--- config.mk ---
export PLATFORM = sky130hd
export DESIGN_NAME = laie_line_alarm_irq_enable
export DESIGN_NICKNAME = d
export VERILOG_FILES = /design/src/laie_pkg.sv /design/src/laie_line_alarm_irq_enable.sv
export VERILOG_INCLUDE_DIRS = /design/src /design/src/src
export SDC_FILE = /design/constraint.sdc
export NUM_CORES = 1
export LEC_CHECK = 0
export BUFFER_PORTS_ARGS = -buffer_cell sky130_fd_sc_hd__buf_2
export CAP_MARGIN = 25
export CORE_UTILIZATION = 34
export DETAILED_ROUTE_END_ITERATION = 16
export HOLD_SLACK_MARGIN = 0.12
export PLACE_DENSITY_LB_ADDON = 0.15
export SYNTH_ARGS = -nofsm -noshare
export SYNTH_HDL_FRONTEND = slang
export SYNTH_SLANG_ARGS = --single-unit
--- constraint.sdc ---
create_clock -name clk_sys -period 2.27 [get_ports clk_sys]
set_input_delay 0.454 -clock clk_sys [delete_from_list [all_inputs] [get_ports clk_sys]]
set_output_delay 0.454 -clock clk_sys [all_outputs]
set_load 0.02 [all_outputs]
--- src/laie_regs.svh ---
`ifndef LAIE_REGS_SVH
`define LAIE_REGS_SVH
`define LAIE_ADDR_W 6
`define LAIE_ENA_CH0 6'h01
`define LAIE_ENA_CH1 6'h09
`define LAIE_ENA_CH2 6'h11
`define LAIE_STS_CH0 6'h02
`define LAIE_STS_CH1 6'h0A
`define LAIE_STS_CH2 6'h12
`define LAIE_CH_STRIDE 6'h08
`define LAIE_BIT_DRV_MON 0
`define LAIE_BIT_SIG_LOSS 1
`define LAIE_BIT_LOCK_LOSS 2
`define LAIE_BIT_FIFO_LIM 3
`define LAIE_FIELD_MASK 8'h0F
`define LAIE_RESET_VAL 4'h0
`endif

--- src/laie_pkg.sv ---
package laie_pkg;
  typedef logic [3:0] laie_cond_type;
  typedef logic [7:0] laie_byte_type;
endpackage : laie_pkg

--- src/laie_line_alarm_irq_enable.sv ---
`timescale 1ns/100ps
`include "laie_regs.svh"
module laie_line_alarm_irq_enable #(
  parameter int NUM_CH = 3
) (
  input wire logic clk_sys,
  input wire logic nrst,
  input wire logic [`LAIE_ADDR_W-1:0] regAddr,
  input wire logic regWrite,
  input wire logic regRead,
  input wire laie_pkg::laie_byte_type regWdata,
  output laie_pkg::laie_byte_type regRdata,
  output logic regHit,
  input wire logic [NUM_CH-1:0] fifo_limit_alarm,
  input wire logic [NUM_CH-1:0] receive_lock_loss,
  input wire logic [NUM_CH-1:0] receive_signal_loss,
  input wire logic [NUM_CH-1:0] drive_monitor_output,
  output logic [NUM_CH-1:0] chanIrq
);
  // Only three channels have slots in the register map
  if (NUM_CH < 1 || NUM_CH > 3) begin : gBadNumCh
    $error("NUM_CH must be 1 to 3");
  end

  // Bus strobes and write field
  logic wrStrobe;
  logic rdStrobe;
  laie_pkg::laie_cond_type wrField;

  // Address decode, per channel and combined over all channels
  logic [NUM_CH-1:0] enaSel;
  logic [NUM_CH-1:0] stsSel;
  logic [NUM_CH-1:0] enaWrite;
  logic [NUM_CH-1:0] stsRead;
  logic anyEnaSel;
  logic anyStsSel;
  logic mappedSel;

  // Per-channel state
  laie_pkg::laie_cond_type ena_reg [NUM_CH];
  laie_pkg::laie_cond_type ena_next [NUM_CH];
  laie_pkg::laie_cond_type sts_reg [NUM_CH];
  laie_pkg::laie_cond_type sts_next [NUM_CH];
  laie_pkg::laie_cond_type cond_reg [NUM_CH];
  laie_pkg::laie_cond_type cond_next [NUM_CH];

  // Per-channel change detection
  laie_pkg::laie_cond_type condEdge [NUM_CH];
  laie_pkg::laie_cond_type condHit [NUM_CH];
  laie_pkg::laie_cond_type stsKeep [NUM_CH];

  // Read path
  laie_pkg::laie_byte_type enaView [NUM_CH];
  laie_pkg::laie_byte_type stsView [NUM_CH];
  laie_pkg::laie_byte_type chanView [NUM_CH];
  laie_pkg::laie_byte_type rdMux [NUM_CH+1];
  laie_pkg::laie_byte_type rdData_next;
  laie_pkg::laie_byte_type rdData_reg;
  logic hit_next;
  logic hit_reg;

  assign wrStrobe = regWrite;
  assign rdStrobe = regRead;
  // Only the low nibble is kept, so bits 7 to 4 can never be written
  assign wrField = regWdata[3:0];

  genvar ch;
  generate
    for (ch = 0; ch < NUM_CH; ch++) begin : gCh
      // Channels sit one stride apart in the map
      assign enaSel[ch] = regAddr == `LAIE_ENA_CH0 + 6'(ch * `LAIE_CH_STRIDE);
      assign stsSel[ch] = regAddr == `LAIE_STS_CH0 + 6'(ch * `LAIE_CH_STRIDE);
      assign enaWrite[ch] = wrStrobe && enaSel[ch];
      assign stsRead[ch] = rdStrobe && stsSel[ch];

      assign cond_next[ch][`LAIE_BIT_FIFO_LIM] = fifo_limit_alarm[ch];
      assign cond_next[ch][`LAIE_BIT_LOCK_LOSS] = receive_lock_loss[ch];
      assign cond_next[ch][`LAIE_BIT_SIG_LOSS] = receive_signal_loss[ch];
      assign cond_next[ch][`LAIE_BIT_DRV_MON] = drive_monitor_output[ch];

      // Rise and fall both count, so a plain difference is enough
      assign condEdge[ch] = cond_next[ch] ^ cond_reg[ch];
      assign condHit[ch] = condEdge[ch] & ena_reg[ch];

      assign stsKeep[ch] = stsRead[ch] ? `LAIE_RESET_VAL : sts_reg[ch];
      // A new change beats the clear from a read in the same cycle
      assign sts_next[ch] = stsKeep[ch] | condHit[ch];
      assign ena_next[ch] = enaWrite[ch] ? wrField : ena_reg[ch];

      assign enaView[ch] = {4'h0, ena_reg[ch]};
      assign stsView[ch] = {4'h0, sts_reg[ch]};
      assign chanView[ch] = (enaSel[ch] ? enaView[ch] : 8'h00)
                            | (stsSel[ch] ? stsView[ch] : 8'h00);
      assign rdMux[ch+1] = rdMux[ch] | chanView[ch];
      // Level output: stays up until software reads the status register
      assign chanIrq[ch] = |sts_reg[ch];

      always_ff @(posedge clk_sys or negedge nrst) begin
        if (!nrst) begin
          ena_reg[ch] <= `LAIE_RESET_VAL;
        end else begin
          ena_reg[ch] <= ena_next[ch];
        end
      end

      always_ff @(posedge clk_sys or negedge nrst) begin
        if (!nrst) begin
          sts_reg[ch] <= `LAIE_RESET_VAL;
        end else begin
          sts_reg[ch] <= sts_next[ch];
        end
      end

      // History resets low; enables are clear then, so no false change follows reset
      always_ff @(posedge clk_sys or negedge nrst) begin
        if (!nrst) begin
          cond_reg[ch] <= `LAIE_RESET_VAL;
        end else begin
          cond_reg[ch] <= cond_next[ch];
        end
      end
    end
  endgenerate

  assign rdMux[0] = 8'h00;
  assign anyEnaSel = |enaSel;
  assign anyStsSel = |stsSel;
  assign mappedSel = anyEnaSel || anyStsSel;
  // Unmapped reads and idle cycles return zero rather than a stale byte
  assign rdData_next = rdStrobe ? rdMux[NUM_CH] : 8'h00;
  assign hit_next = rdStrobe && mappedSel;

  // Read data registered so it holds stable for the cycle after the strobe
  always_ff @(posedge clk_sys or negedge nrst) begin
    if (!nrst) begin
      rdData_reg <= 8'h00;
    end else begin
      rdData_reg <= rdData_next;
    end
  end

  always_ff @(posedge clk_sys or negedge nrst) begin
    if (!nrst) begin
      hit_reg <= 1'b0;
    end else begin
      hit_reg <= hit_next;
    end
  end

  assign regRdata = rdData_reg;
  assign regHit = hit_reg;
endmodule : laie_line_alarm_irq_enable

After elaboration in Yosys (flattened, before gate mapping)
Cells that the tools add are included.
W data, S select, Z words.
- flip-flop bits (word level): 45
- input bits: 30
- output and inout port bits: 12
- logic and storage cells: 54
- equal/unequal tests: 6
- multiplexer cells: 10
- bitwise gates (word level): 14
- reductions and logical operators: 13
- operators by type and width (kind ; number):
    $mux W4 ; 10
    $or A4 B4 Y4 ; 8
    $and A4 B4 Y4 ; 3
    $eq A6 B4 Y1 const B ; 2
    $eq A6 B5 Y1 const B ; 2
    $reduce_or A4 Y1 ; 3
    $xor A4 B4 Y4 ; 3
    $logic_and A1 B1 Y1 ; 7
    $eq A6 B1 Y1 const B ; 1
    $eq A6 B2 Y1 const B ; 1
    $reduce_or A3 Y1 ; 2
    $logic_or A1 B1 Y1 ; 1

Depth between registers and ports, before layout
Gate-level depths: netlist of run 1.
- depth after elaboration: 6
- mapped depth: 4
- mapped depth without buffers: 3

Worst setup path before layout of run 1
OpenSTA, ideal clock, no wires.
- path type: input to register
- from: in regAddr[2]
- to: reg ena_reg (netlist bit enaView[0])
- setup time: 0.125 ns
- arrival time: 1.438 ns
- data required time: 2.145 ns
- setup slack: 0.707 ns
- stages on the path: 3
- path buffers: 0
- cells stage by stage: nand4bb_1 nor4b_4 mux2_2
- cells in the longest elaborated chain, start to end: 2
- RTL lines (what ; RTL line ; text):
    start, declared ; laie_line_alarm_irq_enable.sv:8 ; input wire logic [`LAIE_ADDR_W-1:0] regAddr,
    $eq A6 B5 Y1 ; laie_line_alarm_irq_enable.sv:71 ; assign enaSel[ch] = regAddr == `LAIE_ENA_CH0 + 6'(ch * `LAIE_CH_STRIDE);
    $logic_and A1 B1 Y1 ; laie_line_alarm_irq_enable.sv:73 ; assign enaWrite[ch] = wrStrobe && enaSel[ch];
    end signal, assigned by index ; laie_line_alarm_irq_enable.sv:100 ; ena_reg[ch] <= `LAIE_RESET_VAL;
    end signal, assigned by index ; laie_line_alarm_irq_enable.sv:102 ; ena_reg[ch] <= ena_next[ch];
    end, declared ; laie_line_alarm_irq_enable.sv:40 ; laie_pkg::laie_cond_type ena_reg [NUM_CH];
No other way between the ends.
A chain may end at the register's enable or synchronous reset.

Final worst setup path of run 1
- from: reg sts_reg (netlist bit stsView[10])
- to: out chanIrq[1]
- cells in the longest elaborated chain, start to end: 1
- RTL lines (what ; RTL line ; text):
    start, declared ; laie_line_alarm_irq_enable.sv:42 ; laie_pkg::laie_cond_type sts_reg [NUM_CH];
    start signal, assigned by index ; laie_line_alarm_irq_enable.sv:108 ; sts_reg[ch] <= `LAIE_RESET_VAL;
    start signal, assigned by index ; laie_line_alarm_irq_enable.sv:110 ; sts_reg[ch] <= sts_next[ch];
    $reduce_or A4 Y1 ; laie_line_alarm_irq_enable.sv:96 ; assign chanIrq[ch] = |sts_reg[ch];
    end, declared ; laie_line_alarm_irq_enable.sv:18 ; output logic [NUM_CH-1:0] chanIrq
No other way between the ends.

==> metrics.md, run 1 <==
| Metric | Value |
|---|---|
| DP Worst Slack | `0.3690 ns` |
| Die Span Y | `74.54 um` |
| Synth unique cells | `25` |
| Setup TNS Final | `0 ns` |
| Final routed DRC violation total | `0` |
| H-Tree Depth | `2` |
| Die Width | `74.54 um` |
| CTS tree | `yes` |
| Detail Route met3 WL | `114 um` |
| Synthesis-stage register bit count | `41` |
| Per-cell routed wire length | `15.63 um` |
| Worst EP required | `1.82 ns` |
| Final Util | `42.68%` |
| Ys async rst share | `100.0%` |
| Leakage power | `0.9866 nW` |
| Area grow syn2layout | `21.05%` |
| M1 WL | `1727 um` |
| Post-DP HPWL | `2915 um` |
| Syn avg cell area | `14.31 um2` |
| Rows | `26` |
| Post-CTS setup buffers | `0` |
| Status | `finished clean` |
| Crit-path cells | `or4_1 > buf_2` |
| Seq/Total Area, Yosys | `57.34%` |
| DR iter-0 viols | `51` |
| Clock root cell | `clkbuf_8` |
| I/O pin count | `42` |
| Final setup viols | `0` |
| Cell Area, Placed | `2039 um2` |
| Share of the synthesized area in the top cell type | `57.34%` |
| Final Hold Viols | `0` |
| Most frequent cells in the layout | `41 x dfrtp_1, 33 x buf_2, 12 x mux2_2, 12 x xor2_1, 8 x a22o_1` |
| Crit path max fanout | `3` |
| Synth area leaders | `dfrtp_1 57%, mux2_2 7.6%, xor2_1 5.9%, a22o_1 3.9%, nor4b_4 2.7%` |
| Pwr per Cell Area | `814.9 nW/um2` |
| Worst Setup Slack, final | `0.4282 ns` |
| Crit start category | `flop` |
| Multi-input logic area | `730.7 um2` |
| Port bufs | `33` |
| Cells after Synth | `125` |
| Area leader, netlist | `dfrtp_1` |
| DP Cell Count | `228` |
| Routed Antenna Nets | `0` |
| Max incr delay on CP | `0.52 ns` |
| Kind of critical path | `reg -> out` |
| YS warnings | `0` |
| DRT Pass-1 Iters | `4` |
| Initial antenna violation count | `0` |
| CP endpoint kind | `primary output` |
| Sequential Area | `1026 um2` |
| Mapped Area | `1789 um2` |
| Clock-pin slew on the worst setup and hold paths | `0.08 ns` |
| Final WL | `3704 um` |
| Worst skew pair latency | `0.29 ns` |
| Share of cells above drive strength 1 | `38.92%` |
| Worst EP arrival | `1.39 ns` |
| Largest net degree at the start of global routing | `18` |
| Fin cells | `237` |
| Worst Skew | `0.004833 ns` |
| Gpl congestion | `0.8136` |
| Top Layer Used | `met4` |
| Peak Freq | `0.5429 GHz` |
| RSZ-0062 raised after global routing | `false` |
| Initial core utilization | `35.26%` |
| Total number of vias | `1,145` |
| Synth Flop Type | `dfrtp_1` |
| Avg Vias per Cell | `4.831` |
| Final #Nets | `196` |
| Max-Cap Viols | `0` |
| TritonCTS Buffers | `5` |
| Die area | `5556 um2` |
| Max-slew violation count | `0` |
| First-pass GRT wire length | `5844 um` |
| Final Cell Area | `2166 um2` |
| CTS max path bufs | `2` |
| Total GRT Usage | `14.83%` |
| Std-Cell Core Area | `5075 um2` |
| # diodes | `0` |
| Peak VDD IR | `263.4 uV` |
| Commonest non-fill, non-tap cell in the layout | `dfrtp_1` |
| Post-synth EDFFs | `0` |
| Hold WC Path Type | `in -> reg` |
| Gr ovfl total | `0` |
| DR WL met2 | `1743 um` |
| Fin crit share | `81.14%` |
| Fillers | `491` |
| Fin crit period | `1.842 ns` |
| CP max-delay cell | `or4_1` |
| Clk sinks | `41` |
| Vias in the first global route | `1,170` |
[stage by stage]
step / power (mW) / hold slack (ns)
finish: 1.765 / 0.2891
global route: 1.852 / 0.2745
CTS: 1.787 / 0.2838
detailed placement: 1.190 / 0.3875
global placement: 1.178 / 0.3899
floorplan: 1.074 / 0.1584
[cell type report]
cell class	instances	share of cell area, %
Tap cell	70	4.044
Clock buffer	7	3.986
Sequential cell	41	47.37
Multi-Input combinational cell	80	33.74
Timing Repair Buffer	38	9.474
Clock inverter	1	1.386
[worst max-delay path: cells and delay by family, from the launching register on]
family	cells	cell delay, ns
buffers and inverters	1	0.17
DFF	1	0.41
and+or+nand+nor	1	0.52
[power by group]
group,switching (mW),internal (mW)
clock,0.235,0.358
sequential,0.0885,0.840
combinational,0.107,0.136
total,0.431,1.33
[timing repair]
action | 4_1_cts | 5_1_grt
hold buffers | 1 | 0
hold endpoints to repair | 15 | 0
resized for setup | 0 | 0
[layer usage]
layer	vias to the layer above	global-route usage (%)
met5	-	0
met4	0	8.805
met3	12	4.201
met2	29	21.62
met1	563	19.62
li1	541	-
[kinds of logic (layout without fill, tap and decap cells)]
family	Yosys count	count (layout)	synth area share, %
mux	20	20	12.31
other cells	1	4	0.2096
simple gates	23	23	11.61
buf+inv	7	46	2.447
compound gates	21	21	10.21
flops	41	41	57.34
xor+xnor	12	12	5.874
[synthesized netlist by cell type, types with 2 or more instances]
cell,count
a22oi_1,4
dfrtp_1,41
xor2_1,12
nor2b_1,3
nand2_1,3
nand3_1,6
mux2_2,12
buf_4,4
a22o_2,4
mux2_1,4
nor4b_4,2
buf_2,2
o221ai_1,4
or4_1,3
mux2i_1,4
a22o_1,8
[final timing paths]
check | start | endpoint | slack, ns | depth (start not counted)
min | receive_signal_loss[0] | cond_reg[9] | 0.29 | 1
min in group asynchronous | nrst | stsView[2] | 0.61 | 2
max reg2reg | enaView[1] | regRdata[1] | 1.22 | 3
max | stsView[10] | chanIrq[1] | 0.43 | 2
min reg2reg | stsView[8] | stsView[8] | 0.53 | 1
max in group asynchronous | nrst | enaView[17] | 1.11 | 3
No activity file was read; power rests on OpenSTA's default activity.
==> run 2, diff against run 1 <==
clock period = 1.8 ns   (was 2.27 ns; I/O delays follow)
==> run 2 against run 1 <==
Sequential power increased by 26%. Clock-buffer cell count unchanged. First-iteration DRC count decreased by 18%. Highest routed layer unchanged. Core utilization hardly changed. Non-clock buffer count stayed put. Sequential cell count stayed put. Sequential share of layout area fell by 0.055 points. Critical path type unchanged. Clock power increased by 24%. Combinational power increased by 26%. Cell area increased by 0.12%. Global-route usage is 0.42 points lower.
==> metrics.md, run 2 (same netlist as run 1, synthesis figures left out) <==
| Metric | Value |
|---|---|
| RR Endpoint | `regRdata[1]` |
| Post-DP HPWL | `2821 um` |
| Crit-path cells | `or4_1 > buf_2` |
| Std-Cell Core Area | `5075 um2` |
| Largest net degree at the start of global routing | `24` |
| Final Util | `42.73%` |
| Worst skew pair latency | `0.28 ns` |
| Final setup viols | `0` |
| CTS max path bufs | `2` |
| Hold WC Path Type | `in -> reg` |
| Fin crit period | `1.747 ns` |
| Crit start category | `flop` |
| Total number of vias | `1,143` |
| CP max-delay cell | `or4_1` |
| Final WL | `3601 um` |
| Clock root cell | `clkbuf_8` |
| Crit path capture | `chanIrq[0]` |
| Final routed DRC violation total | `0` |
| Setup TNS Final | `0 ns` |
| TritonCTS Buffers | `5` |
| Max incr delay on CP | `0.53 ns` |
| DRT Pass-1 Iters | `4` |
| I/O pin count | `42` |
| Die area | `5556 um2` |
| Share of cells above drive strength 1 | `38.92%` |
| Status | `finished clean` |
| Clk sinks | `41` |
| Critical path origin | `stsView[18]` |
| First-pass GRT wire length | `5754 um` |
| DP Cell Count | `228` |
| Routed Antenna Nets | `0` |
| Fin crit share | `97.07%` |
| Worst EP required | `1.44 ns` |
| # diodes | `0` |
| Hold slack | `0.1984 ns` |
| Per-cell routed wire length | `15.19 um` |
| Fin cells | `237` |
| Avg Vias per Cell | `4.823` |
| Peak Freq | `0.5723 GHz` |
| Post-CTS setup buffers | `0` |
| Worst r2r path cells | `3` |
| Area grow syn2layout | `21.19%` |
| Initial core utilization | `35.26%` |
| Max-slew violation count | `0` |
| Initial antenna violation count | `0` |
| Gr ovfl total | `0` |
| RSZ-0062 raised after global routing | `false` |
| Total GRT Usage | `14.41%` |
| Final #Nets | `196` |
| Peak VDD IR | `305.2 uV` |
| Worst r2r src | `enaView[1]` |
| Port bufs | `33` |
| Die Width | `74.54 um` |
| Clock-pin slew on the worst setup and hold paths | `0.07 ns` |
| Commonest non-fill, non-tap cell in the layout | `dfrtp_1` |
| Kind of critical path | `reg -> out` |
| Pwr per Cell Area | `1024 nW/um2` |
| Worst EP arrival | `1.39 ns` |
| Most frequent cells in the layout | `41 x dfrtp_1, 32 x buf_2, 12 x mux2_2, 12 x xor2_1, 8 x a22o_1` |
| Crit path max fanout | `3` |
| Vias in the first global route | `1,147` |
| Rows | `26` |
| Die Span Y | `74.54 um` |
| Max-Cap Viols | `0` |
| Gpl congestion | `0.7800` |
| Fillers | `511` |
| Leakage power | `0.9885 nW` |
| DR iter-0 viols | `42` |
| Final Hold Viols | `0` |
| Reg2Reg Setup Slack | `0.75 ns` |
| CP endpoint kind | `primary output` |
| CTS tree | `yes` |
| Worst Skew | `0.005585 ns` |
| H-Tree Depth | `2` |
[run 2: cell counts in the layout (fill, tap and decap cells not counted)]
Identical to the previous run, type by type.
[run 2: cell type report]
class / instances / area [um2] / area share (%)
clock buffers: 7 / 86.33 / 3.982
clock inverters: 1 / 30.03 / 1.385
multi-input cells: 80 / 730.7 / 33.70
flip-flops and latches: 41 / 1026 / 47.32
well taps: 70 / 87.58 / 4.039
repair buffers: 38 / 207.7 / 9.579
[run 2: stage by stage]
step	setup slack, ns	instance area [um2]	total power [mW]
2_1_floorplan	0.3312	1800	1.355
3_3_place_gp	0.06581	2039	1.486
3_5_place_dp	-0.02761	2039	1.498
4_1_cts	0.04046	2166	2.241
5_1_grt	0.009766	2168	2.329
6_report	0.05274	2168	2.220
[run 2: worst min path at each step]
| stage | start | end | slack [ns] | cells after the start |
|---|---|---|---|---|
| 6_report | drive_monitor_output[2] | cond_reg[0] | 0.20 | 1 |
| 5_1_grt | receive_signal_loss[1] | cond_reg[5] | 0.19 | 1 |
| 4_1_cts | drive_monitor_output[2] | cond_reg[0] | 0.19 | 1 |
| 3_5_place_dp | nrst | stsView[1] | 0.35 | 1 |
| 3_3_place_gp | nrst | stsView[2] | 0.35 | 1 |
| 2_1_floorplan | nrst | cond_reg[0] | 0.06 | 0 |
[run 2: worst max-delay path, delay by kind of cell (launching register included)]
kind | cells | cell delay (ns)
buffers and inverters | 1 | 0.17
DFF | 1 | 0.40
and+or+nand+nor | 1 | 0.53
[run 2: power by group]
group / internal (mW) / switching, mW / leakage [nW]
logic: 0.171 / 0.136 / 0.443
clock network: 0.452 / 0.288 / 0.0585
registers: 1.06 / 0.114 / 0.487
total: 1.68 / 0.537 / 0.988
[run 2: layer usage]
| metal | up-vias | track usage [%] | routed length [um] |
|---|---|---|---|
| met5 | - | 0 | 0 |
| met4 | 0 | 6.918 | 74 |
| met3 | 9 | 2.846 | 131 |
| met2 | 32 | 23.02 | 1754 |
| met1 | 562 | 18.78 | 1641 |
| li1 | 540 | - | - |
[run 2: timing repair]
action / 4_1_cts / 5_1_grt
setup endpoints to repair: 0 / 1
resized for setup: 0 / 1
endpoints found under the hold margin: 21 / 0
hold buffers: 1 / 0
